$ cat src/hw/cmd_reg_pkg.sv
// Package with command register layout, reset values and carrier structs
package cmd_reg_pkg;
	// Register offset in configuration space (byte address)
	localparam logic [11:0] CMD_OFFSET = 12'h004;
	localparam logic [11:0] STATUS_OFFSET = 12'h006;
	localparam logic [11:0] CMD_DWORD = 12'h004;
	// Command register reset value
	localparam logic [15:0] CMD_RESET = 16'h0000;
	// Command field positions
	localparam int IO_SPACE_BIT = 0;
	localparam int MEM_SPACE_BIT = 1;
	localparam int BUS_MASTER_BIT = 2;
	localparam int SPECIAL_BIT = 3;
	localparam int WRITE_INV_BIT = 4;
	localparam int PALETTE_BIT = 5;
	localparam int POISON_PERMIT_BIT = 6;
	localparam int STEPPING_BIT = 7;
	localparam int ERR_MSG_BIT = 8;
	localparam int BACK_TO_BACK_BIT = 9;
	localparam int INT_DISABLE_BIT = 10;
	// Mask of bits that hold state
	localparam logic [15:0] CMD_RW_MASK = 16'h0546;
	// Status flag positions (within status halfword)
	localparam int DATA_POISON_BIT = 8;
	localparam int SIGNALLED_ERR_BIT = 14;
	localparam logic [15:0] STATUS_RESET = 16'h0000;

	// Configuration request from the link layer
	typedef struct packed {
		logic valid;
		logic write;
		logic [11:0] addr;
		logic [3:0] byte_en;
		logic [31:0] wdata;
	} cfg_req_s;

	// Configuration read answer
	typedef struct packed {
		logic valid;
		logic [31:0] rdata;
	} cfg_rsp_s;

	// Link events that touch the status flags
	typedef struct packed {
		logic poison_cpl_rx;
		logic poison_wr_rx;
		logic err_msg_req;
	} link_evt_s;
endpackage : cmd_reg_pkg

$ cat src/hw/status_flags.sv
// Sticky status flags gated by the command permissions
`timescale 1ns/1ps
module status_flags (
	// Clock and reset
	input wire logic clk,
	input wire logic rst,
	// Permissions
	input wire logic poison_flag_permit,
	input wire logic error_message_permit,
	// Events
	input wire cmd_reg_pkg::link_evt_s evt,
	input wire logic err_msg_sent,
	// Clear request from a status write, one bit per flag
	input wire logic clr_poison,
	input wire logic clr_error,
	// Flags
	output logic data_poison_flag,
	output logic signalled_error_flag
);
	logic poison_ff;
	logic error_ff;
	logic nxt_poison;
	logic nxt_error;

	// Set wins over a clear in the same cycle so no event is lost
	always_comb begin
		nxt_poison = poison_ff;
		nxt_error = error_ff;
		if (clr_poison) begin
			nxt_poison = 1'b0;
		end
		if (clr_error) begin
			nxt_error = 1'b0;
		end
		if (poison_flag_permit && (evt.poison_cpl_rx || evt.poison_wr_rx)) begin
			nxt_poison = 1'b1;
		end
		if (error_message_permit && err_msg_sent) begin
			nxt_error = 1'b1;
		end
	end

	// Flag registers
	always_ff @(posedge clk) begin
		if (rst) begin
			poison_ff <= 1'b0;
			error_ff <= 1'b0;
		end else begin
			poison_ff <= nxt_poison;
			error_ff <= nxt_error;
		end
	end

	assign data_poison_flag = poison_ff;
	assign signalled_error_flag = error_ff;
endmodule : status_flags

$ cat src/hw/pcie_command_register.sv
// Command register of the configuration header with its link gating
`timescale 1ns/1ps
module pcie_command_register (
	// Clock and reset (link or global reset already combined)
	input wire logic clk,
	input wire logic rst,
	// Configuration access port
	input wire cmd_reg_pkg::cfg_req_s cfg_req,
	output cmd_reg_pkg::cfg_rsp_s cfg_rsp,
	// Downstream request classification
	input wire logic rx_req_valid,
	input wire logic rx_req_is_mem,
	input wire logic rx_req_is_io,
	output logic rx_req_accept,
	output logic rx_req_unsupported,
	// Upstream request initiation
	input wire logic tx_req_want,
	output logic tx_req_allow,
	// Error message path
	input wire logic err_msg_want,
	output logic err_msg_send,
	// Link events
	input wire cmd_reg_pkg::link_evt_s evt,
	// Legacy interrupt
	input wire logic intx_request,
	output logic intx_assert,
	// Command bits for the rest of the function
	output logic bus_master_permit,
	output logic mem_space_permit,
	output logic io_space_permit,
	output logic poison_flag_permit,
	output logic error_message_permit,
	output logic int_disable,
	output logic back_to_back_permit,
	output logic stepping_permit,
	output logic palette_snoop_permit,
	output logic write_invalidate_permit,
	// Status flags
	output logic data_poison_flag,
	output logic signalled_error_flag
);
	logic [15:0] cmd_ff;
	logic [15:0] nxt_cmd;
	cmd_reg_pkg::cfg_rsp_s rsp_ff;
	cmd_reg_pkg::cfg_rsp_s nxt_rsp;
	logic hit;
	logic [15:0] wr_half;
	logic [15:0] wr_mask;
	logic [15:0] status_view;
	logic clr_poison;
	logic clr_error;

	// Expand the low two byte enables into a bit mask
	function automatic logic [15:0] lane_mask(input logic [1:0] be);
		lane_mask = {{8{be[1]}}, {8{be[0]}}};
	endfunction : lane_mask

	assign hit = cfg_req.valid && (cfg_req.addr[11:2] == cmd_reg_pkg::CMD_DWORD[11:2]);
	assign wr_half = cfg_req.wdata[15:0];
	assign wr_mask = lane_mask(cfg_req.byte_en[1:0]);

	// Only stateful bits take a write; the rest stay zero
	always_comb begin
		nxt_cmd = cmd_ff;
		if (hit && cfg_req.write) begin
			nxt_cmd = (cmd_ff & ~(wr_mask & cmd_reg_pkg::CMD_RW_MASK))
				| (wr_half & wr_mask & cmd_reg_pkg::CMD_RW_MASK);
		end
		nxt_cmd = nxt_cmd & cmd_reg_pkg::CMD_RW_MASK;
	end

	// Command register; and the other writable bits reset to zero
	always_ff @(posedge clk) begin
		if (rst) begin
			cmd_ff <= cmd_reg_pkg::CMD_RESET;
		end else begin
			cmd_ff <= nxt_cmd;
		end
	end

	// Status flags write-one-to-clear on the upper lanes of the dword
	assign clr_poison = hit && cfg_req.write && cfg_req.byte_en[3]
		&& cfg_req.wdata[16 + cmd_reg_pkg::DATA_POISON_BIT];
	assign clr_error = hit && cfg_req.write && cfg_req.byte_en[3]
		&& cfg_req.wdata[16 + cmd_reg_pkg::SIGNALLED_ERR_BIT];

	// Sticky flags with their permission gating
	status_flags status_flags_inst (
		.clk(clk),
		.rst(rst),
		.poison_flag_permit(poison_flag_permit),
		.error_message_permit(error_message_permit),
		.evt(evt),
		.err_msg_sent(err_msg_send),
		.clr_poison(clr_poison),
		.clr_error(clr_error),
		.data_poison_flag(data_poison_flag),
		.signalled_error_flag(signalled_error_flag)
	);

	// Status halfword as far as this block owns it
	always_comb begin
		status_view = cmd_reg_pkg::STATUS_RESET;
		status_view[cmd_reg_pkg::DATA_POISON_BIT] = data_poison_flag;
		status_view[cmd_reg_pkg::SIGNALLED_ERR_BIT] = signalled_error_flag;
	end

	// Read answer one cycle after the request; other dwords are not ours
	always_comb begin
		nxt_rsp.valid = hit && !cfg_req.write;
		nxt_rsp.rdata = 32'h00000000;
		if (hit && !cfg_req.write) begin
			nxt_rsp.rdata = {status_view, cmd_ff};
		end
	end

	// Read data is registered
	always_ff @(posedge clk) begin
		if (rst) begin
			rsp_ff <= '0;
		end else begin
			rsp_ff <= nxt_rsp;
		end
	end

	assign cfg_rsp = rsp_ff;

	// Field views
	assign io_space_permit = cmd_ff[cmd_reg_pkg::IO_SPACE_BIT];
	assign mem_space_permit = cmd_ff[cmd_reg_pkg::MEM_SPACE_BIT];
	assign bus_master_permit = cmd_ff[cmd_reg_pkg::BUS_MASTER_BIT];
	assign poison_flag_permit = cmd_ff[cmd_reg_pkg::POISON_PERMIT_BIT];
	assign error_message_permit = cmd_ff[cmd_reg_pkg::ERR_MSG_BIT];
	assign int_disable = cmd_ff[cmd_reg_pkg::INT_DISABLE_BIT];
	assign back_to_back_permit = cmd_ff[cmd_reg_pkg::BACK_TO_BACK_BIT];
	assign stepping_permit = cmd_ff[cmd_reg_pkg::STEPPING_BIT];
	assign palette_snoop_permit = cmd_ff[cmd_reg_pkg::PALETTE_BIT];
	assign write_invalidate_permit = cmd_ff[cmd_reg_pkg::WRITE_INV_BIT];

	// io always unsupported
	// Requests that are neither memory nor I/O pass through unhindered
	always_comb begin
		rx_req_accept = 1'b0;
		rx_req_unsupported = 1'b0;
		if (rx_req_valid) begin
			if (rx_req_is_io) begin
				rx_req_unsupported = 1'b1;
			end else if (rx_req_is_mem) begin
				rx_req_accept = mem_space_permit;
				rx_req_unsupported = !mem_space_permit;
			end else begin
				rx_req_accept = 1'b1;
			end
		end
	end

	assign tx_req_allow = tx_req_want && bus_master_permit;

	assign err_msg_send = err_msg_want && error_message_permit;

	assign intx_assert = intx_request && !int_disable;
endmodule : pcie_command_register

$ cat config.mk
export PLATFORM = sky130hd
export DESIGN_NAME = pcie_command_register
export DESIGN_NICKNAME = d
export VERILOG_FILES = /design/src/hw/cmd_reg_pkg.sv /design/src/hw/status_flags.sv /design/src/hw/pcie_command_register.sv
export SDC_FILE = /design/constraint.sdc
export NUM_CORES = 1
export LEC_CHECK = 0
export BUFFER_PORTS_ARGS = -buffer_cell sky130_fd_sc_hd__buf_4
export CORE_ASPECT_RATIO = 0.75
export CORE_UTILIZATION = 34
export CTS_BUF_LIST = sky130_fd_sc_hd__clkbuf_16
export DETAILED_ROUTE_END_ITERATION = 8
export HOLD_SLACK_MARGIN = 0.02
export PLACE_DENSITY_LB_ADDON = 0.15
export RECOVER_POWER = 25
export SYNTH_ARGS = -nofsm -noshare
export SYNTH_HDL_FRONTEND = slang
export SYNTH_SLANG_ARGS = --single-unit
$ cat constraint.sdc
create_clock -name clk -period 2.8 [get_ports clk]
set_input_delay 0.56 -clock clk [delete_from_list [all_inputs] [get_ports clk]]
set_output_delay 0.56 -clock clk [all_outputs]
set_load 0.05 [all_outputs]
Yosys cells after proc, flatten, opt, wreduce, memory -nomap -nowiden
Cells that the tools add are included.
{ "classes": {"n_eq_ne": 1, "muxes": 10, "n_bitwise": 5, "reduce_logical": 18} }
{ "op_table": {"columns": ["cell", "count"], "rows": [
  ["AND 11 bit", 2],
  ["logical AND 1 bit", 11],
  ["NOT 11 bit", 1],
  ["bitwise OR 11 bit", 1],
  ["equality test 10 x 1 -> 1 bit, second input constant", 1],
  ["2-to-1 mux 1 bit", 10],
  ["nonzero test 2 bit", 2],
  ["logical NOT 1 bit", 3],
  ["OR reduction 2 bit", 1],
  ["logical OR 1 bit", 1],
  ["NOT 1 bit", 1]
]} }
{ "totals": {"register_bits": 40, "inputBits": 61, "output_inout_bits": 50, "elab_cells": 40} }

Logic depth before layout (Yosys ltp)
Gate-level depths: netlist of the first run.
{ "logic_depth": {"word_depth": 7, "ltp_mapped": 3, "depth_no_buf": 3} }

Modules after synthesis
A second synthesis of the first run with hierarchy kept.
{ "unflattened": {"cells_unflattened": 94, "hier_area_um2": 905.9} }
{ "modules_own_cells": {"columns": ["module", "instances", "cells_each", "area_per_inst_um2", "seq_area_each_um2"], "rows": [
  ["pcie_command_register", 1, 86, 823.3, 260.2],
  ["status_flags", 1, 8, 82.6, 40.0]
]} }

Least setup slack after synthesis of the first run
Ideal clock, no wire load.
{ "synth_path": {"path_type": "flip-flop to output port", "startpoint": "register (tool-made name)", "endpoint": "output port rx_req_unsupported", "arrival_time_ps": 1343, "required_ps": 2240, "path_slack_ps": 897, "stages_incl_launch_ff": 4, "path_buffers": 0, "path_cell_list": "dfxtp_1 inv_1 a21oi_1 nor2b_1"} }
{ "synth_lines": {"columns": ["element", "line", "rtl"], "rows": [
  ["end: declaration", "pcie_command_register.sv:15", "output logic rx_req_unsupported,"]
]} }

==> impl_results.html, run 1 <==
<table>
<tr><th>Metric</th><th>Value</th></tr>
<tr><th colspan="2">Status</th></tr>
<tr><td>Result of the run</td><td>finished clean</td></tr>
<tr><th colspan="2">Final layout</th></tr>
<tr><td>Layout net count</td><td>210</td></tr>
<tr><td>Leading cell types in the layout, fill and taps excluded</td><td>buf_4 (43), conb_1 (30), dfxtp_1 (15), and2_1 (10), nand2b_1 (10)</td></tr>
<tr><td>Number of filler cells placed in the layout</td><td>250</td></tr>
<tr><td>Most common library cell in the layout ignoring fill and taps</td><td>buf_4</td></tr>
<tr><td>Proportion of layout cells with a drive suffix above 1</td><td>0.3446</td></tr>
<tr><td>P&amp;R area growth vs syn</td><td>39.36%</td></tr>
<tr><td>Inserted Diodes</td><td>0</td></tr>
<tr><td>Final Cell Area</td><td>1254 um^2</td></tr>
<tr><th colspan="2">Pwr</th></tr>
<tr><td>Ratio of total power to cell area</td><td>504.2 nW/um^2</td></tr>
<tr><td>Leakage</td><td>0.6209 nW</td></tr>
<tr><td>Maximum ir drop on the vdd rail</td><td>176.5 uV</td></tr>
<tr><th colspan="2">Detailed routing</th></tr>
<tr><td>Via-to-Cell Ratio</td><td>3.907</td></tr>
<tr><td>WL final</td><td>1769 um</td></tr>
<tr><td>Routed length per placed instance</td><td>9.720 um</td></tr>
<tr><td>Pre-Repair DR Iteration Count</td><td>2</td></tr>
<tr><td>DRC violations left</td><td>0</td></tr>
<tr><td>Antenna viol nets, final</td><td>0</td></tr>
<tr><td>Total number of vias</td><td>711</td></tr>
<tr><td>First DRT Iteration DRCs</td><td>17</td></tr>
<tr><th colspan="2">Floorplanning</th></tr>
<tr><td>Core ar.</td><td>2402 um^2</td></tr>
<tr><td>Initial cell density of the core</td><td>0.3745</td></tr>
<tr><td>Die footprint</td><td>2858 um^2</td></tr>
<tr><td>Die Wd</td><td>61.40 um</td></tr>
<tr><td>Top-level port count</td><td>111</td></tr>
<tr><td>Height of the die</td><td>46.55 um</td></tr>
<tr><td>Row cnt</td><td>15</td></tr>
<tr><th colspan="2">Clocking</th></tr>
<tr><td>Clock input transition at the sequential cells of the worst setup and hold paths</td><td>0.05 ns</td></tr>
<tr><td># resized after CTS</td><td>0</td></tr>
<tr><td>Clk sink count</td><td>15</td></tr>
<tr><td>Number of buffers created by CTS</td><td>3</td></tr>
<tr><td>Insertion delay to the later sink of the worst-skew pair</td><td>0.24 ns</td></tr>
<tr><td>CTS hold repair buffers</td><td>0</td></tr>
<tr><td>TritonCTS clock tree</td><td>yes</td></tr>
<tr><td>CTS max path bufs</td><td>2</td></tr>
<tr><td>Number of H-tree branching levels</td><td>1</td></tr>
<tr><td>Post-CTS setup buffer count</td><td>0</td></tr>
<tr><td>Root buf cell</td><td>clkbuf_16</td></tr>
<tr><th colspan="2">STA</th></tr>
<tr><td>Worst rel slew slack</td><td>0.5978</td></tr>
<tr><td>Final setup violating endpoints</td><td>0</td></tr>
<tr><td>Max-slew violation total from the final report</td><td>0</td></tr>
<tr><td>Setup slack of the critical path after layout</td><td>1.059 ns</td></tr>
<tr><td>Maximum clock frequency</td><td>574.5 MHz</td></tr>
<tr><td>Final critical-path required period</td><td>1.741 ns</td></tr>
<tr><td>Setup clock skew after layout</td><td>0.001810 ns</td></tr>
<tr><td>Hold violation count in the final report</td><td>0</td></tr>
<tr><td>Final critical-path share of the clock period</td><td>0.6217</td></tr>
<tr><td>Actual transition at the worst max-transition pin</td><td>0.6058 ns</td></tr>
<tr><td>Total Neg Setup Slack</td><td>0 ns</td></tr>
<tr><td>RSZ-0062 raised after global routing</td><td>no</td></tr>
<tr><th colspan="2">Critical path</th></tr>
<tr><td>Kind of launch point of the worst setup path</td><td>primary input</td></tr>
<tr><td>Type of the setup path with the least slack</td><td>primary input to register</td></tr>
<tr><td>Max FO, Critical Path</td><td>4</td></tr>
<tr><td>R2r endpoint</td><td>status_flags_inst.signalled_error_flag</td></tr>
<tr><td>Data arrival time at the worst-slack endpoint</td><td>1.90 ns</td></tr>
<tr><td>Reg2Reg Depth</td><td>3</td></tr>
<tr><td>Register-to-Register Setup Slack</td><td>2.01 ns</td></tr>
<tr><td>Endpoint type of the worst setup path</td><td>register</td></tr>
<tr><td>Required time of the worst setup path</td><td>2.96 ns</td></tr>
<tr><th colspan="2">Synthesis</th></tr>
<tr><td>Synthesized cell area</td><td>899.6 um^2</td></tr>
<tr><td>Total of warnings raised by yosys</td><td>0</td></tr>
<tr><td>Number of enable-type register cells in the synthesized netlist</td><td>0</td></tr>
<tr><td>Post-synthesis instance total</td><td>95</td></tr>
<tr><td>Number of unique standard cell types used by synthesis</td><td>20</td></tr>
<tr><td>Mean instance size in the synthesized netlist</td><td>9.470 um^2</td></tr>
<tr><td>Synth async-reset ratio</td><td>0</td></tr>
<tr><td>Synthesized flop and latch total</td><td>15</td></tr>
<tr><td>Share of synthesized area occupied by flip-flops and latches</td><td>0.3338</td></tr>
<tr><td>Ys flop type</td><td>dfxtp_1</td></tr>
<tr><th colspan="2">Job</th></tr>
<tr><td># Max-Cap Violations</td><td>0</td></tr>
<tr><th colspan="2">GRT</th></tr>
<tr><td>Pin count of the biggest net entering global routing</td><td>14</td></tr>
<tr><td>Number of global-route vias before repair</td><td>560</td></tr>
<tr><td>Overall routing resource usage</td><td>0.1309</td></tr>
<tr><td>First-pass GRT wire length</td><td>2539 um</td></tr>
<tr><td>Total congestion overflow after global routing</td><td>0</td></tr>
<tr><td>Number of antenna violations at the first check in global routing</td><td>0</td></tr>
<tr><th colspan="2">Worst hold path</th></tr>
<tr><td>Hold Path End</td><td>cfg_rsp[24]</td></tr>
<tr><td>Hold Crit Start</td><td>status_flags_inst.data_poison_flag</td></tr>
<tr><td>Type of the most critical hold path</td><td>register to register</td></tr>
<tr><td>Worst hold path cell count</td><td>1</td></tr>
<tr><th colspan="2">Placed design</th></tr>
<tr><td>Hpwl dp</td><td>1470 um</td></tr>
<tr><td>Post-placement setup slack</td><td>0.8118 ns</td></tr>
<tr><td>Final weighted congestion in routability-driven placement</td><td>0.6785</td></tr>
<tr><td>Post-Place Cell Area</td><td>1205 um^2</td></tr>
<tr><td>Number of input and output port buffers inserted</td><td>51</td></tr>
</table>
[logic make-up (layout without fill, tap and decap cells)]
kind of cell           after synthesis  in the layout  synth area share
AND/OR/NAND/NOR                     34             34            0.2976
buffers and inverters               34             58            0.2670
flip-flops                          15             15            0.3338
AO/OA/AOI/OAI                        6              6           0.04172
multiplexers                         5              5           0.05564
other                                1             30          0.004168
[metrics by stage]
| stage | hold WS (ns) | total power (W) | util | cells |
|---|---|---|---|---|
| finish | 0.4817 | 0.0006322 | 0.5219 | 182 |
| global route | 0.5020 | 0.0006591 | 0.5219 | 182 |
| CTS | 0.4831 | 0.0006396 | 0.5344 | 182 |
| detailed placement | 0.4722 | 0.0003677 | 0.5016 | 178 |
| global placement | 0.4694 | 0.0003662 | 0.5016 | 178 |
| floorplan | 0.6483 | 0.0003611 | - | 124 |
[final cells by class]
class / instances / area, um^2 / share of cell area
tap: 34 / 42.54 / 0.03393
clock buffer: 3 / 75.07 / 0.05988
sequential: 15 / 300.3 / 0.2395
multi-input combinational: 75 / 467.9 / 0.3733
clock inverter: 1 / 3.754 / 0.002994
timing repair buffer: 51 / 352.8 / 0.2814
inverter: 3 / 11.26 / 0.008982
[synthesized netlist by cell type, types with 2 or more instances]
cell      count  share of area
dfxtp_1      15           0.33
inv_1         3          0.013
nor2b_1       2          0.014
a21oi_1       3          0.017
and2_1       10          0.070
mux2i_1       5          0.056
buf_4        30           0.25
o21bai_1      2          0.017
nor4_4        3          0.071
nand2_1       2         0.0083
nor2_1        2         0.0083
nand2b_1     10          0.070
[per-layer routing]
metal | share of wire | track usage | vias to the layer above
li1 | - | - | 354
met1 | 0.36 | 0.1355 | 309
met2 | 0.52 | 0.2304 | 46
met3 | 0.12 | 0.05337 | 2
met4 | 0.0051 | 0.06667 | 0
met5 | 0 | 0 | -
[worst max-delay path by stage]
stage	startpoint	endpoint	slack, ns	depth (start not counted)
5_1_grt	register	rx_req_accept	0.98	4
6_report	cfg_req[43]	register	1.06	4
3_3_place_gp	cfg_req[43]	register	0.85	4
2_1_floorplan	register	rx_req_unsupported	0.90	3
4_1_cts	register	rx_req_accept	1.05	4
3_5_place_dp	cfg_req[43]	register	0.81	4
[critical path, cell delays in order]
cell and delay [ns]:
buf_4 0.11, or4_4 0.60, nor4_4 0.39, mux2i_1 0.25
[report_power, final]
part | internal, W | total [W] | leakage (nW) | switching [W]
clock network | 0.000188 | 0.000268 | 0.0423 | 0.0000798
logic | 0.0000375 | 0.000150 | 0.458 | 0.000112
registers | 0.000214 | 0.000214 | 0.121 | 0.00000000924
No activity file was read; power rests on OpenSTA's default activity.
==> inputs of run 2 (changes only) <==
ABC_AREA = 1   (was not set)
CORE_UTILIZATION = 32   (was 34)
clock period = 1.7 ns   (was 2.8 ns; I/O delays follow)
==> run 2 against run 1 <==
  * Combinational power rose by 62%
  * Non-clock buffer count did not move
  * Wire length rose by 6.3%
  * Hold slack got worse by 0.21 ns
  * Core utilization fell by 3.5 points
==> impl_results.html, run 2 <==
<table>
<tr><th>Metric</th><th>Value</th></tr>
<tr><th colspan="2">Detailed routing</th></tr>
<tr><td>Antenna viol nets, final</td><td>0 (unchanged)</td></tr>
<tr><td>Via-to-Cell Ratio</td><td>3.729 (was 3.907)</td></tr>
<tr><td>Highest routed metal layer</td><td>met3 (was met4)</td></tr>
<tr><td>First DRT Iteration DRCs</td><td>8 (was 17)</td></tr>
<tr><td>Routed length per placed instance</td><td>8.511 um (was 9.720 um)</td></tr>
<tr><td>Total number of vias</td><td>824 (was 711)</td></tr>
<tr><td>Pre-Repair DR Iteration Count</td><td>4 (was 2)</td></tr>
<tr><td>Metal3 WL</td><td>154 um (was 204 um)</td></tr>
<tr><td>Routed wire length on met2</td><td>953 um (was 917 um)</td></tr>
<tr><td>WL final</td><td>1881 um (was 1769 um)</td></tr>
<tr><td>Routed length on met1</td><td>773 um (was 638 um)</td></tr>
<tr><td>DRC violations left</td><td>0 (unchanged)</td></tr>
<tr><th colspan="2">Pwr</th></tr>
<tr><td>Proportion of power drawn by flip-flops and latches</td><td>0.335 (was 0.339)</td></tr>
<tr><td>Internal power</td><td>0.0007225 W (was 0.0004401 W)</td></tr>
<tr><td>Ratio of total power to cell area</td><td>817.6 nW/um^2 (was 504.2 nW/um^2)</td></tr>
<tr><td>Clk pwr share</td><td>0.434 (was 0.424)</td></tr>
<tr><td>Switching Share</td><td>0.3136 (was 0.3039)</td></tr>
<tr><td>Leakage</td><td>0.7352 nW (was 0.6209 nW)</td></tr>
<tr><td>Psw</td><td>0.0003301 W (was 0.0001921 W)</td></tr>
<tr><td>Combinational power share</td><td>0.231 (was 0.237)</td></tr>
<tr><td>Maximum ir drop on the vdd rail</td><td>287.2 uV (was 176.5 uV)</td></tr>
<tr><td>Final Power</td><td>0.001053 W (was 0.0006322 W)</td></tr>
<tr><th colspan="2">Synthesis</th></tr>
<tr><td>Most numerous cell types in the synthesized netlist</td><td>buf_4 (30), nor2_1 (26), inv_1 (23) (was buf_4 (30), dfxtp_1 (15), and2_1 (10), nand2b_1 (10), mux2i_1 (5))</td></tr>
<tr><td>Most repeated cell in the gate-level netlist after synthesis</td><td>buf_4 (unchanged)</td></tr>
<tr><td>Cell types with the largest area share after synthesis</td><td>dfxtp_1 (33%), buf_4 (25%), nor2_1 (11%) (was dfxtp_1 (33%), buf_4 (25%), nor4_4 (7.1%))</td></tr>
<tr><td>Area share of the leading cell type in the synthesized netlist</td><td>0.3347 (was 0.3338)</td></tr>
<tr><td>Number of enable-type register cells in the synthesized netlist</td><td>0 (unchanged)</td></tr>
<tr><td>Synthesized cell area</td><td>897.1 um^2 (was 899.6 um^2)</td></tr>
<tr><td>Post-synthesis instance total</td><td>131 (was 95)</td></tr>
<tr><td>Ys flop type</td><td>dfxtp_1 (unchanged)</td></tr>
<tr><td>Mean instance size in the synthesized netlist</td><td>6.848 um^2 (was 9.470 um^2)</td></tr>
<tr><td>Number of unique standard cell types used by synthesis</td><td>16 (was 20)</td></tr>
<tr><td>Synthesized flop and latch total</td><td>15 (unchanged)</td></tr>
<tr><td>Cell type with the highest aggregate area in the netlist</td><td>dfxtp_1 (unchanged)</td></tr>
<tr><td>Total of warnings raised by yosys</td><td>0 (unchanged)</td></tr>
<tr><td>Share of synthesized area occupied by flip-flops and latches</td><td>0.3347 (was 0.3338)</td></tr>
<tr><td>Synth async-reset ratio</td><td>0 (unchanged)</td></tr>
<tr><th colspan="2">Clocking</th></tr>
<tr><td># resized after CTS</td><td>0 (unchanged)</td></tr>
<tr><td>Clk sink count</td><td>15 (unchanged)</td></tr>
<tr><td>Number of H-tree branching levels</td><td>1 (unchanged)</td></tr>
<tr><td>Insertion delay to the later sink of the worst-skew pair</td><td>0.24 ns (about the same)</td></tr>
<tr><td>Root buf cell</td><td>clkbuf_16 (unchanged)</td></tr>
<tr><td>CTS hold repair buffers</td><td>0 (unchanged)</td></tr>
<tr><td>Post-CTS setup buffer count</td><td>0 (unchanged)</td></tr>
<tr><td>Number of buffers created by CTS</td><td>3 (unchanged)</td></tr>
<tr><td>CTS max path bufs</td><td>2 (unchanged)</td></tr>
<tr><td>TritonCTS clock tree</td><td>yes (unchanged)</td></tr>
<tr><td>Clock input transition at the sequential cells of the worst setup and hold paths</td><td>0.05 ns (about the same)</td></tr>
<tr><th colspan="2">Critical path</th></tr>
<tr><td>Critical Path Slowest Stage Cell</td><td>dfxtp_1 (was or4_4)</td></tr>
<tr><td>Reg2Reg Depth</td><td>3 (unchanged)</td></tr>
<tr><td>Data arrival time at the worst-slack endpoint</td><td>1.18 ns (was 1.90 ns)</td></tr>
<tr><td>R2r endpoint</td><td>status_flags_inst.signalled_error_flag (unchanged)</td></tr>
<tr><td>Kind of launch point of the worst setup path</td><td>register (was primary input)</td></tr>
<tr><td>FF-to-FF Start</td><td>status_flags_inst.signalled_error_flag</td></tr>
<tr><td>Critical Path Most Common Cell</td><td>inv_1</td></tr>
<tr><td>Endpoint type of the worst setup path</td><td>primary output (was register)</td></tr>
<tr><td>Max FO, Critical Path</td><td>3 (was 4)</td></tr>
<tr><td>Required time of the worst setup path</td><td>1.36 ns (was 2.96 ns)</td></tr>
<tr><td>Maximum single-stage delay on the critical path</td><td>0.33 ns (was 0.60 ns)</td></tr>
<tr><td>Number of cells on the critical path</td><td>5 (was 4)</td></tr>
<tr><td>Register-to-Register Setup Slack</td><td>0.98 ns (was 2.01 ns)</td></tr>
<tr><td>CP Cell Sequence</td><td>inv_1 &gt; a21oi_1 &gt; inv_1 &gt; nor2_4 &gt; buf_4 (was buf_4 &gt; or4_4 &gt; nor4_4 &gt; mux2i_1)</td></tr>
<tr><td>CP bufs+invs</td><td>3 (was 1)</td></tr>
<tr><td>Endpoint of the worst setup timing path</td><td>rx_req_accept</td></tr>
<tr><td>Type of the setup path with the least slack</td><td>register to primary output (was primary input to register)</td></tr>
<tr><td>Cell class contributing the biggest share of worst-path delay</td><td>buffers and inverters (was simple AND/OR/NAND/NOR gates)</td></tr>
<tr><th colspan="2">GRT</th></tr>
<tr><td>Overall routing resource usage</td><td>0.1189 (was 0.1309)</td></tr>
<tr><td>Number of global-route vias before repair</td><td>674 (was 560)</td></tr>
<tr><td>First-pass GRT wire length</td><td>2677 um (was 2539 um)</td></tr>
<tr><td>Total congestion overflow after global routing</td><td>0 (unchanged)</td></tr>
<tr><td>Pin count of the biggest net entering global routing</td><td>10 (was 14)</td></tr>
<tr><td>Number of antenna violations at the first check in global routing</td><td>0 (unchanged)</td></tr>
<tr><th colspan="2">Placed design</th></tr>
<tr><td>Hpwl dp</td><td>1566 um (was 1470 um)</td></tr>
<tr><td>Final weighted congestion in routability-driven placement</td><td>0.7454 (was 0.6785)</td></tr>
<tr><td>Number of input and output port buffers inserted</td><td>51 (unchanged)</td></tr>
<tr><th colspan="2">Floorplanning</th></tr>
<tr><td>Top-level port count</td><td>111 (unchanged)</td></tr>
<tr><td>Initial cell density of the core</td><td>0.3395 (was 0.3745)</td></tr>
<tr><td>Height of the die</td><td>47.86 um (was 46.55 um)</td></tr>
<tr><td>Core ar.</td><td>2643 um^2 (was 2402 um^2)</td></tr>
<tr><td>Die Wd</td><td>63.14 um (was 61.40 um)</td></tr>
<tr><td>Row cnt</td><td>16 (was 15)</td></tr>
<tr><td>Die footprint</td><td>3022 um^2 (was 2858 um^2)</td></tr>
<tr><th colspan="2">STA</th></tr>
<tr><td>Max-slew violation total from the final report</td><td>0 (unchanged)</td></tr>
<tr><td>RSZ-0062 raised after global routing</td><td>no (unchanged)</td></tr>
<tr><td>Final critical-path share of the clock period</td><td>0.8947</td></tr>
<tr><td>Setup clock skew after layout</td><td>0.0003865 ns (was 0.001810 ns)</td></tr>
<tr><td>Maximum clock frequency</td><td>657.5 MHz</td></tr>
<tr><td>Final setup violating endpoints</td><td>0 (unchanged)</td></tr>
<tr><td>Final critical-path required period</td><td>1.521 ns</td></tr>
<tr><td>Hold violation count in the final report</td><td>0 (unchanged)</td></tr>
<tr><td>Total Neg Setup Slack</td><td>0 ns (unchanged)</td></tr>
<tr><th colspan="2">Job</th></tr>
<tr><td># Max-Cap Violations</td><td>0 (unchanged)</td></tr>
<tr><th colspan="2">Final layout</th></tr>
<tr><td>Layout net count</td><td>247 (was 210)</td></tr>
<tr><td>Combined flip-flop and latch cell area</td><td>300.3 um^2 (unchanged)</td></tr>
<tr><td>Proportion of layout cells with a drive suffix above 1</td><td>0.3297 (was 0.3446)</td></tr>
<tr><td>Most common library cell in the layout ignoring fill and taps</td><td>buf_4 (unchanged)</td></tr>
<tr><td>Total area of multi-input combinational cells</td><td>392.9 um^2 (was 467.9 um^2)</td></tr>
<tr><td>P&amp;R area growth vs syn</td><td>43.51% (was 39.36%)</td></tr>
<tr><td>Inserted Diodes</td><td>0 (unchanged)</td></tr>
<tr><td>Number of filler cells placed in the layout</td><td>284 (was 250)</td></tr>
<tr><td>Leading cell types in the layout, fill and taps excluded</td><td>buf_4 (50), conb_1 (30), nor2_1 (26), inv_1 (23), nand2_1 (20) (was buf_4 (43), conb_1 (30), dfxtp_1 (15), and2_1 (10), nand2b_1 (10))</td></tr>
<tr><th colspan="2">Worst hold path</th></tr>
<tr><td>Type of the most critical hold path</td><td>primary input to register (was register to register)</td></tr>
<tr><th colspan="2">Status</th></tr>
<tr><td>Result of the run</td><td>finished clean (unchanged)</td></tr>
</table>
-- run 2: changes by cell type after synthesis, moves of 2 or more --
cell	before	now
nor2_1	2	26
inv_1	3	23
nand2_1	2	20
and2_1	10	0
nand2b_1	10	0
mux2i_1	5	0
nor2_2	0	3
nor4_4	3	0
nand2_2	0	2
nor2b_1	2	0
-- run 2: cells by family after synthesis --
group	share of synthesized area
and+or+nand+nor	0.2747
buffers and inverters	0.3473
AOI/OAI and AO/OA	0.03904
DFF	0.3347
other	0.004180
-- run 2: power groups by stage --
stage | combinational (W) | clock [W] | sequential, W
after CTS | 0.000244 | 0.000463 | 0.000352
after global placement | 0.000242 | 0 | 0.000359
after floorplan | 0.000231 | 0 | 0.000359
final | 0.000243 | 0.000457 | 0.000352
after detailed placement | 0.000243 | 0 | 0.000359
after global routing | 0.000256 | 0.000481 | 0.000352
-- run 2: worst min path at each step --
stage	start	end	slack (ns)	depth (start not counted)
final	rst	status_flags_inst.data_poison_flag	0.27	2
after global routing	rst	status_flags_inst.data_poison_flag	0.28	2
after CTS	rst	status_flags_inst.data_poison_flag	0.28	2
after detailed placement	status_flags_inst.data_poison_flag	cfg_rsp[24]	0.44	2
after global placement	status_flags_inst.signalled_error_flag	cfg_rsp[30]	0.44	2
after floorplan	rst	status_flags_inst.data_poison_flag	0.41	1
-- run 2: layer usage --
layer  up-vias  track usage
met2        43       0.2215
met4         0      0.05581
li1        434            -
met5         -            0
met3         0      0.03571
met1       347       0.1306
-- run 2: stage by stage --
step / hold WS, ns / instance area (um^2) / setup slack (ns) / instances / util
6_report: 0.2725 / 1287 / 0.1791 / 221 / 0.4872
5_1_grt: 0.2784 / 1287 / 0.07070 / 221 / 0.4872
4_1_cts: 0.2752 / 1296 / 0.1728 / 221 / 0.4905
3_5_place_dp: 0.4430 / 1216 / 0.3776 / 217 / 0.4602
3_3_place_gp: 0.4372 / 1216 / 0.3960 / 217 / 0.4602
2_1_floorplan: 0.4091 / 1013 / 0.01931 / 160 / -
-- run 2: layout make-up --
type                       instances  area share
clock buffer                       3     0.05831
clock inverter                     1    0.003887
inverter                          23     0.06706
multi-input combinational         92      0.3052
sequential                        15      0.2332
tap                               36     0.03499
timing repair buffer              51      0.2974
==> inputs of run 3 (changes only) <==
CTS_CLUSTER_DIAMETER = 150   (was not set)
PLACE_DENSITY = 0.82   (was not set)
PLACE_DENSITY_LB_ADDON = not set   (was 0.15)
==> run 3 against run 2 <==
  * Die area stayed put
  * Critical path depth did not move
  * Final area is 1.1% lower
  * Final cell count stayed put
  * Fmax up 0.33%
  * Via count down 1.9%
  * Critical path type unchanged
  * Critical endpoint unchanged
  * Largest power group unchanged
==> impl_results.html, run 3 (same netlist as run 2, synthesis figures left out) <==
<table>
<tr><th>Metric</th><th>Value</th></tr>
<tr><th colspan="2">Critical path</th></tr>
<tr><td>Endpoint type of the worst setup path</td><td>primary output (unchanged)</td></tr>
<tr><td>Type of the setup path with the least slack</td><td>register to primary output (unchanged)</td></tr>
<tr><td>FF-to-FF Start</td><td>status_flags_inst.signalled_error_flag (unchanged)</td></tr>
<tr><td>Endpoint of the worst setup timing path</td><td>rx_req_accept (unchanged)</td></tr>
<tr><td>Reg2Reg Depth</td><td>3 (unchanged)</td></tr>
<tr><td>Data arrival time at the worst-slack endpoint</td><td>1.18 ns (about the same)</td></tr>
<tr><td>Register-to-Register Setup Slack</td><td>0.99 ns (was 0.98 ns)</td></tr>
<tr><td>Required time of the worst setup path</td><td>1.36 ns (about the same)</td></tr>
<tr><td>R2r endpoint</td><td>status_flags_inst.signalled_error_flag (unchanged)</td></tr>
<tr><td>Kind of launch point of the worst setup path</td><td>register (unchanged)</td></tr>
<tr><td>Max FO, Critical Path</td><td>3 (unchanged)</td></tr>
<tr><th colspan="2">Clocking</th></tr>
<tr><td>Post-CTS setup buffer count</td><td>0 (unchanged)</td></tr>
<tr><td>Insertion delay to the later sink of the worst-skew pair</td><td>0.24 ns (about the same)</td></tr>
<tr><td>Number of buffers created by CTS</td><td>3 (unchanged)</td></tr>
<tr><td>TritonCTS clock tree</td><td>yes (unchanged)</td></tr>
<tr><td>CTS max path bufs</td><td>2 (unchanged)</td></tr>
<tr><td>Clock input transition at the sequential cells of the worst setup and hold paths</td><td>0.05 ns (about the same)</td></tr>
<tr><td>Root buf cell</td><td>clkbuf_16 (unchanged)</td></tr>
<tr><td>CTS hold repair buffers</td><td>0 (unchanged)</td></tr>
<tr><td># resized after CTS</td><td>0 (unchanged)</td></tr>
<tr><td>Clk sink count</td><td>15 (unchanged)</td></tr>
<tr><td>Number of H-tree branching levels</td><td>1 (unchanged)</td></tr>
<tr><th colspan="2">Final layout</th></tr>
<tr><td>P&amp;R area growth vs syn</td><td>41.98% (was 43.51%)</td></tr>
<tr><td>Cell Count, Final, Fillers Out</td><td>221 (unchanged)</td></tr>
<tr><td>Layout net count</td><td>247 (unchanged)</td></tr>
<tr><td>Fraction of the core area covered by cells at the end of the flow</td><td>0.4820 (was 0.4872)</td></tr>
<tr><td>Proportion of layout cells with a drive suffix above 1</td><td>0.3081 (was 0.3297)</td></tr>
<tr><td>Most common library cell in the layout ignoring fill and taps</td><td>buf_4 (unchanged)</td></tr>
<tr><td>Inserted Diodes</td><td>0 (unchanged)</td></tr>
<tr><td>Final Cell Area</td><td>1274 um^2 (was 1287 um^2)</td></tr>
<tr><td>Leading cell types in the layout, fill and taps excluded</td><td>buf_4 (48), conb_1 (30), nor2_1 (27), inv_1 (23), nand2_1 (20) (was buf_4 (50), conb_1 (30), nor2_1 (26), inv_1 (23), nand2_1 (20))</td></tr>
<tr><th colspan="2">Detailed routing</th></tr>
<tr><td>Antenna viol nets, final</td><td>0 (unchanged)</td></tr>
<tr><td>Via-to-Cell Ratio</td><td>3.656 (was 3.729)</td></tr>
<tr><td>DRC violations left</td><td>0 (unchanged)</td></tr>
<tr><td>Pre-Repair DR Iteration Count</td><td>4 (unchanged)</td></tr>
<tr><td>Routed length per placed instance</td><td>8.706 um (was 8.511 um)</td></tr>
<tr><td>Total number of vias</td><td>808 (was 824)</td></tr>
<tr><td>WL final</td><td>1924 um (was 1881 um)</td></tr>
<tr><td>First DRT Iteration DRCs</td><td>27 (was 8)</td></tr>
<tr><th colspan="2">Pwr</th></tr>
<tr><td>Psw</td><td>0.0003181 W (was 0.0003301 W)</td></tr>
<tr><td>Internal power</td><td>0.0007209 W (was 0.0007225 W)</td></tr>
<tr><td>Ratio of total power to cell area</td><td>815.7 nW/um^2 (was 817.6 nW/um^2)</td></tr>
<tr><td>Combinational power share</td><td>0.233 (was 0.231)</td></tr>
<tr><td>Maximum ir drop on the vdd rail</td><td>290.3 uV (was 287.2 uV)</td></tr>
<tr><td>Leakage</td><td>0.7233 nW (was 0.7352 nW)</td></tr>
<tr><td>Switching Share</td><td>0.3062 (was 0.3136)</td></tr>
<tr><td>Proportion of power drawn by flip-flops and latches</td><td>0.340 (was 0.335)</td></tr>
<tr><td>Clk pwr share</td><td>0.427 (was 0.434)</td></tr>
<tr><th colspan="2">STA</th></tr>
<tr><td>Total Neg Setup Slack</td><td>0 ns (unchanged)</td></tr>
<tr><td>Setup clock skew after layout</td><td>0.001482 ns (was 0.0003865 ns)</td></tr>
<tr><td>Worst rel slew slack</td><td>0.6042</td></tr>
<tr><td>RSZ-0062 raised after global routing</td><td>no (unchanged)</td></tr>
<tr><td>Final setup violating endpoints</td><td>0 (unchanged)</td></tr>
<tr><td>Setup slack of the critical path after layout</td><td>0.1840 ns (was 0.1791 ns)</td></tr>
<tr><td>Final critical-path required period</td><td>1.516 ns (was 1.521 ns)</td></tr>
<tr><td>Hold violation count in the final report</td><td>0 (unchanged)</td></tr>
<tr><td>Actual transition at the worst max-transition pin</td><td>0.5963 ns</td></tr>
<tr><td>Final critical-path share of the clock period</td><td>0.8917 (was 0.8947)</td></tr>
<tr><td>Max-slew violation total from the final report</td><td>0 (unchanged)</td></tr>
<tr><td>Maximum clock frequency</td><td>659.6 MHz (was 657.5 MHz)</td></tr>
<tr><th colspan="2">GRT</th></tr>
<tr><td>Number of antenna violations at the first check in global routing</td><td>0 (unchanged)</td></tr>
<tr><td>Number of global-route vias before repair</td><td>675 (was 674)</td></tr>
<tr><td>First-pass GRT wire length</td><td>2725 um (was 2677 um)</td></tr>
<tr><td>Total congestion overflow after global routing</td><td>0 (unchanged)</td></tr>
<tr><td>Pin count of the biggest net entering global routing</td><td>10 (unchanged)</td></tr>
<tr><td>Overall routing resource usage</td><td>0.1206 (was 0.1189)</td></tr>
<tr><th colspan="2">Floorplanning</th></tr>
<tr><td>Row cnt</td><td>16 (unchanged)</td></tr>
<tr><td>Initial cell density of the core</td><td>0.3395 (unchanged)</td></tr>
<tr><td>Die Wd</td><td>63.14 um (unchanged)</td></tr>
<tr><td>Top-level port count</td><td>111 (unchanged)</td></tr>
<tr><td>Height of the die</td><td>47.86 um (unchanged)</td></tr>
<tr><td>Die footprint</td><td>3022 um^2 (unchanged)</td></tr>
<tr><td>Core ar.</td><td>2643 um^2 (unchanged)</td></tr>
<tr><th colspan="2">Placed design</th></tr>
<tr><td>Final weighted congestion in routability-driven placement</td><td>0.7487 (was 0.7454)</td></tr>
<tr><td>Hpwl dp</td><td>1603 um (was 1566 um)</td></tr>
<tr><td>Number of input and output port buffers inserted</td><td>51 (unchanged)</td></tr>
<tr><td>Post-placement setup slack</td><td>0.3813 ns (was 0.3776 ns)</td></tr>
<tr><td>Post-Place Cell Area</td><td>1216 um^2 (unchanged)</td></tr>
<tr><td>Cell count after placement</td><td>217 (unchanged)</td></tr>
<tr><th colspan="2">Job</th></tr>
<tr><td># Max-Cap Violations</td><td>0 (unchanged)</td></tr>
<tr><th colspan="2">Worst hold path</th></tr>
<tr><td>Type of the most critical hold path</td><td>primary input to register (unchanged)</td></tr>
<tr><th colspan="2">Status</th></tr>
<tr><td>Result of the run</td><td>finished clean (unchanged)</td></tr>
</table>
==> run 3: stage by stage <==
stage                     hold slack (ns)  power (W)
after floorplan                    0.4091  0.0005905
after global placement             0.4477  0.0006008
after detailed placement           0.4483  0.0006025
after CTS                          0.2680   0.001051
after global routing               0.2669   0.001078
final                              0.2716   0.001039
==> run 3: worst min-delay path by stage <==
stage,from,end,slack [ns],cells past startpoint
CTS,rst,status_flags_inst.data_poison_flag,0.27,2
floorplan,rst,status_flags_inst.data_poison_flag,0.41,1
detailed placement,status_flags_inst.signalled_error_flag,cfg_rsp[30],0.45,2
finish,rst,status_flags_inst.signalled_error_flag,0.27,2
global placement,status_flags_inst.signalled_error_flag,cfg_rsp[30],0.45,2
global route,rst,status_flags_inst.data_poison_flag,0.27,2
==> run 3: area by class of cell <==
class | instances | area (um^2)
Multi-Input combinational cell | 92 | 390.4
Clock buffer | 3 | 75.07
Sequential cell | 15 | 300.3
Inverter | 23 | 86.33
Fill cell | 304 | 1369
Timing Repair Buffer | 51 | 371.6
Tap cell | 36 | 45.04
Clock inverter | 1 | 5.005
==> run 3: worst max-delay path: stages, from the launching register on <==
cell	delay, ns
dfxtp_1	0.34
inv_1	0.07
a21oi_1	0.16
inv_1	0.09
nor2_4	0.07
buf_4	0.19
==> run 3: metal layers <==
metal | routed length (um) | GRT usage | up-vias
li1 | - | - | 429
met1 | 761 | 0.1282 | 344
met2 | 1038 | 0.2366 | 35
met3 | 125 | 0.04524 | 0
met4 | 0 | 0.02791 | 0
met5 | 0 | 0 | -
==> run 3: power by group through the flow <==
stage | sequential (W) | clock (W) | combinational, W
after floorplan | 0.000359 | 0 | 0.000231
after global placement | 0.000359 | 0 | 0.000242
after detailed placement | 0.000359 | 0 | 0.000243
after CTS | 0.000353 | 0.000455 | 0.000244
after global routing | 0.000352 | 0.000470 | 0.000256
final | 0.000353 | 0.000444 | 0.000242
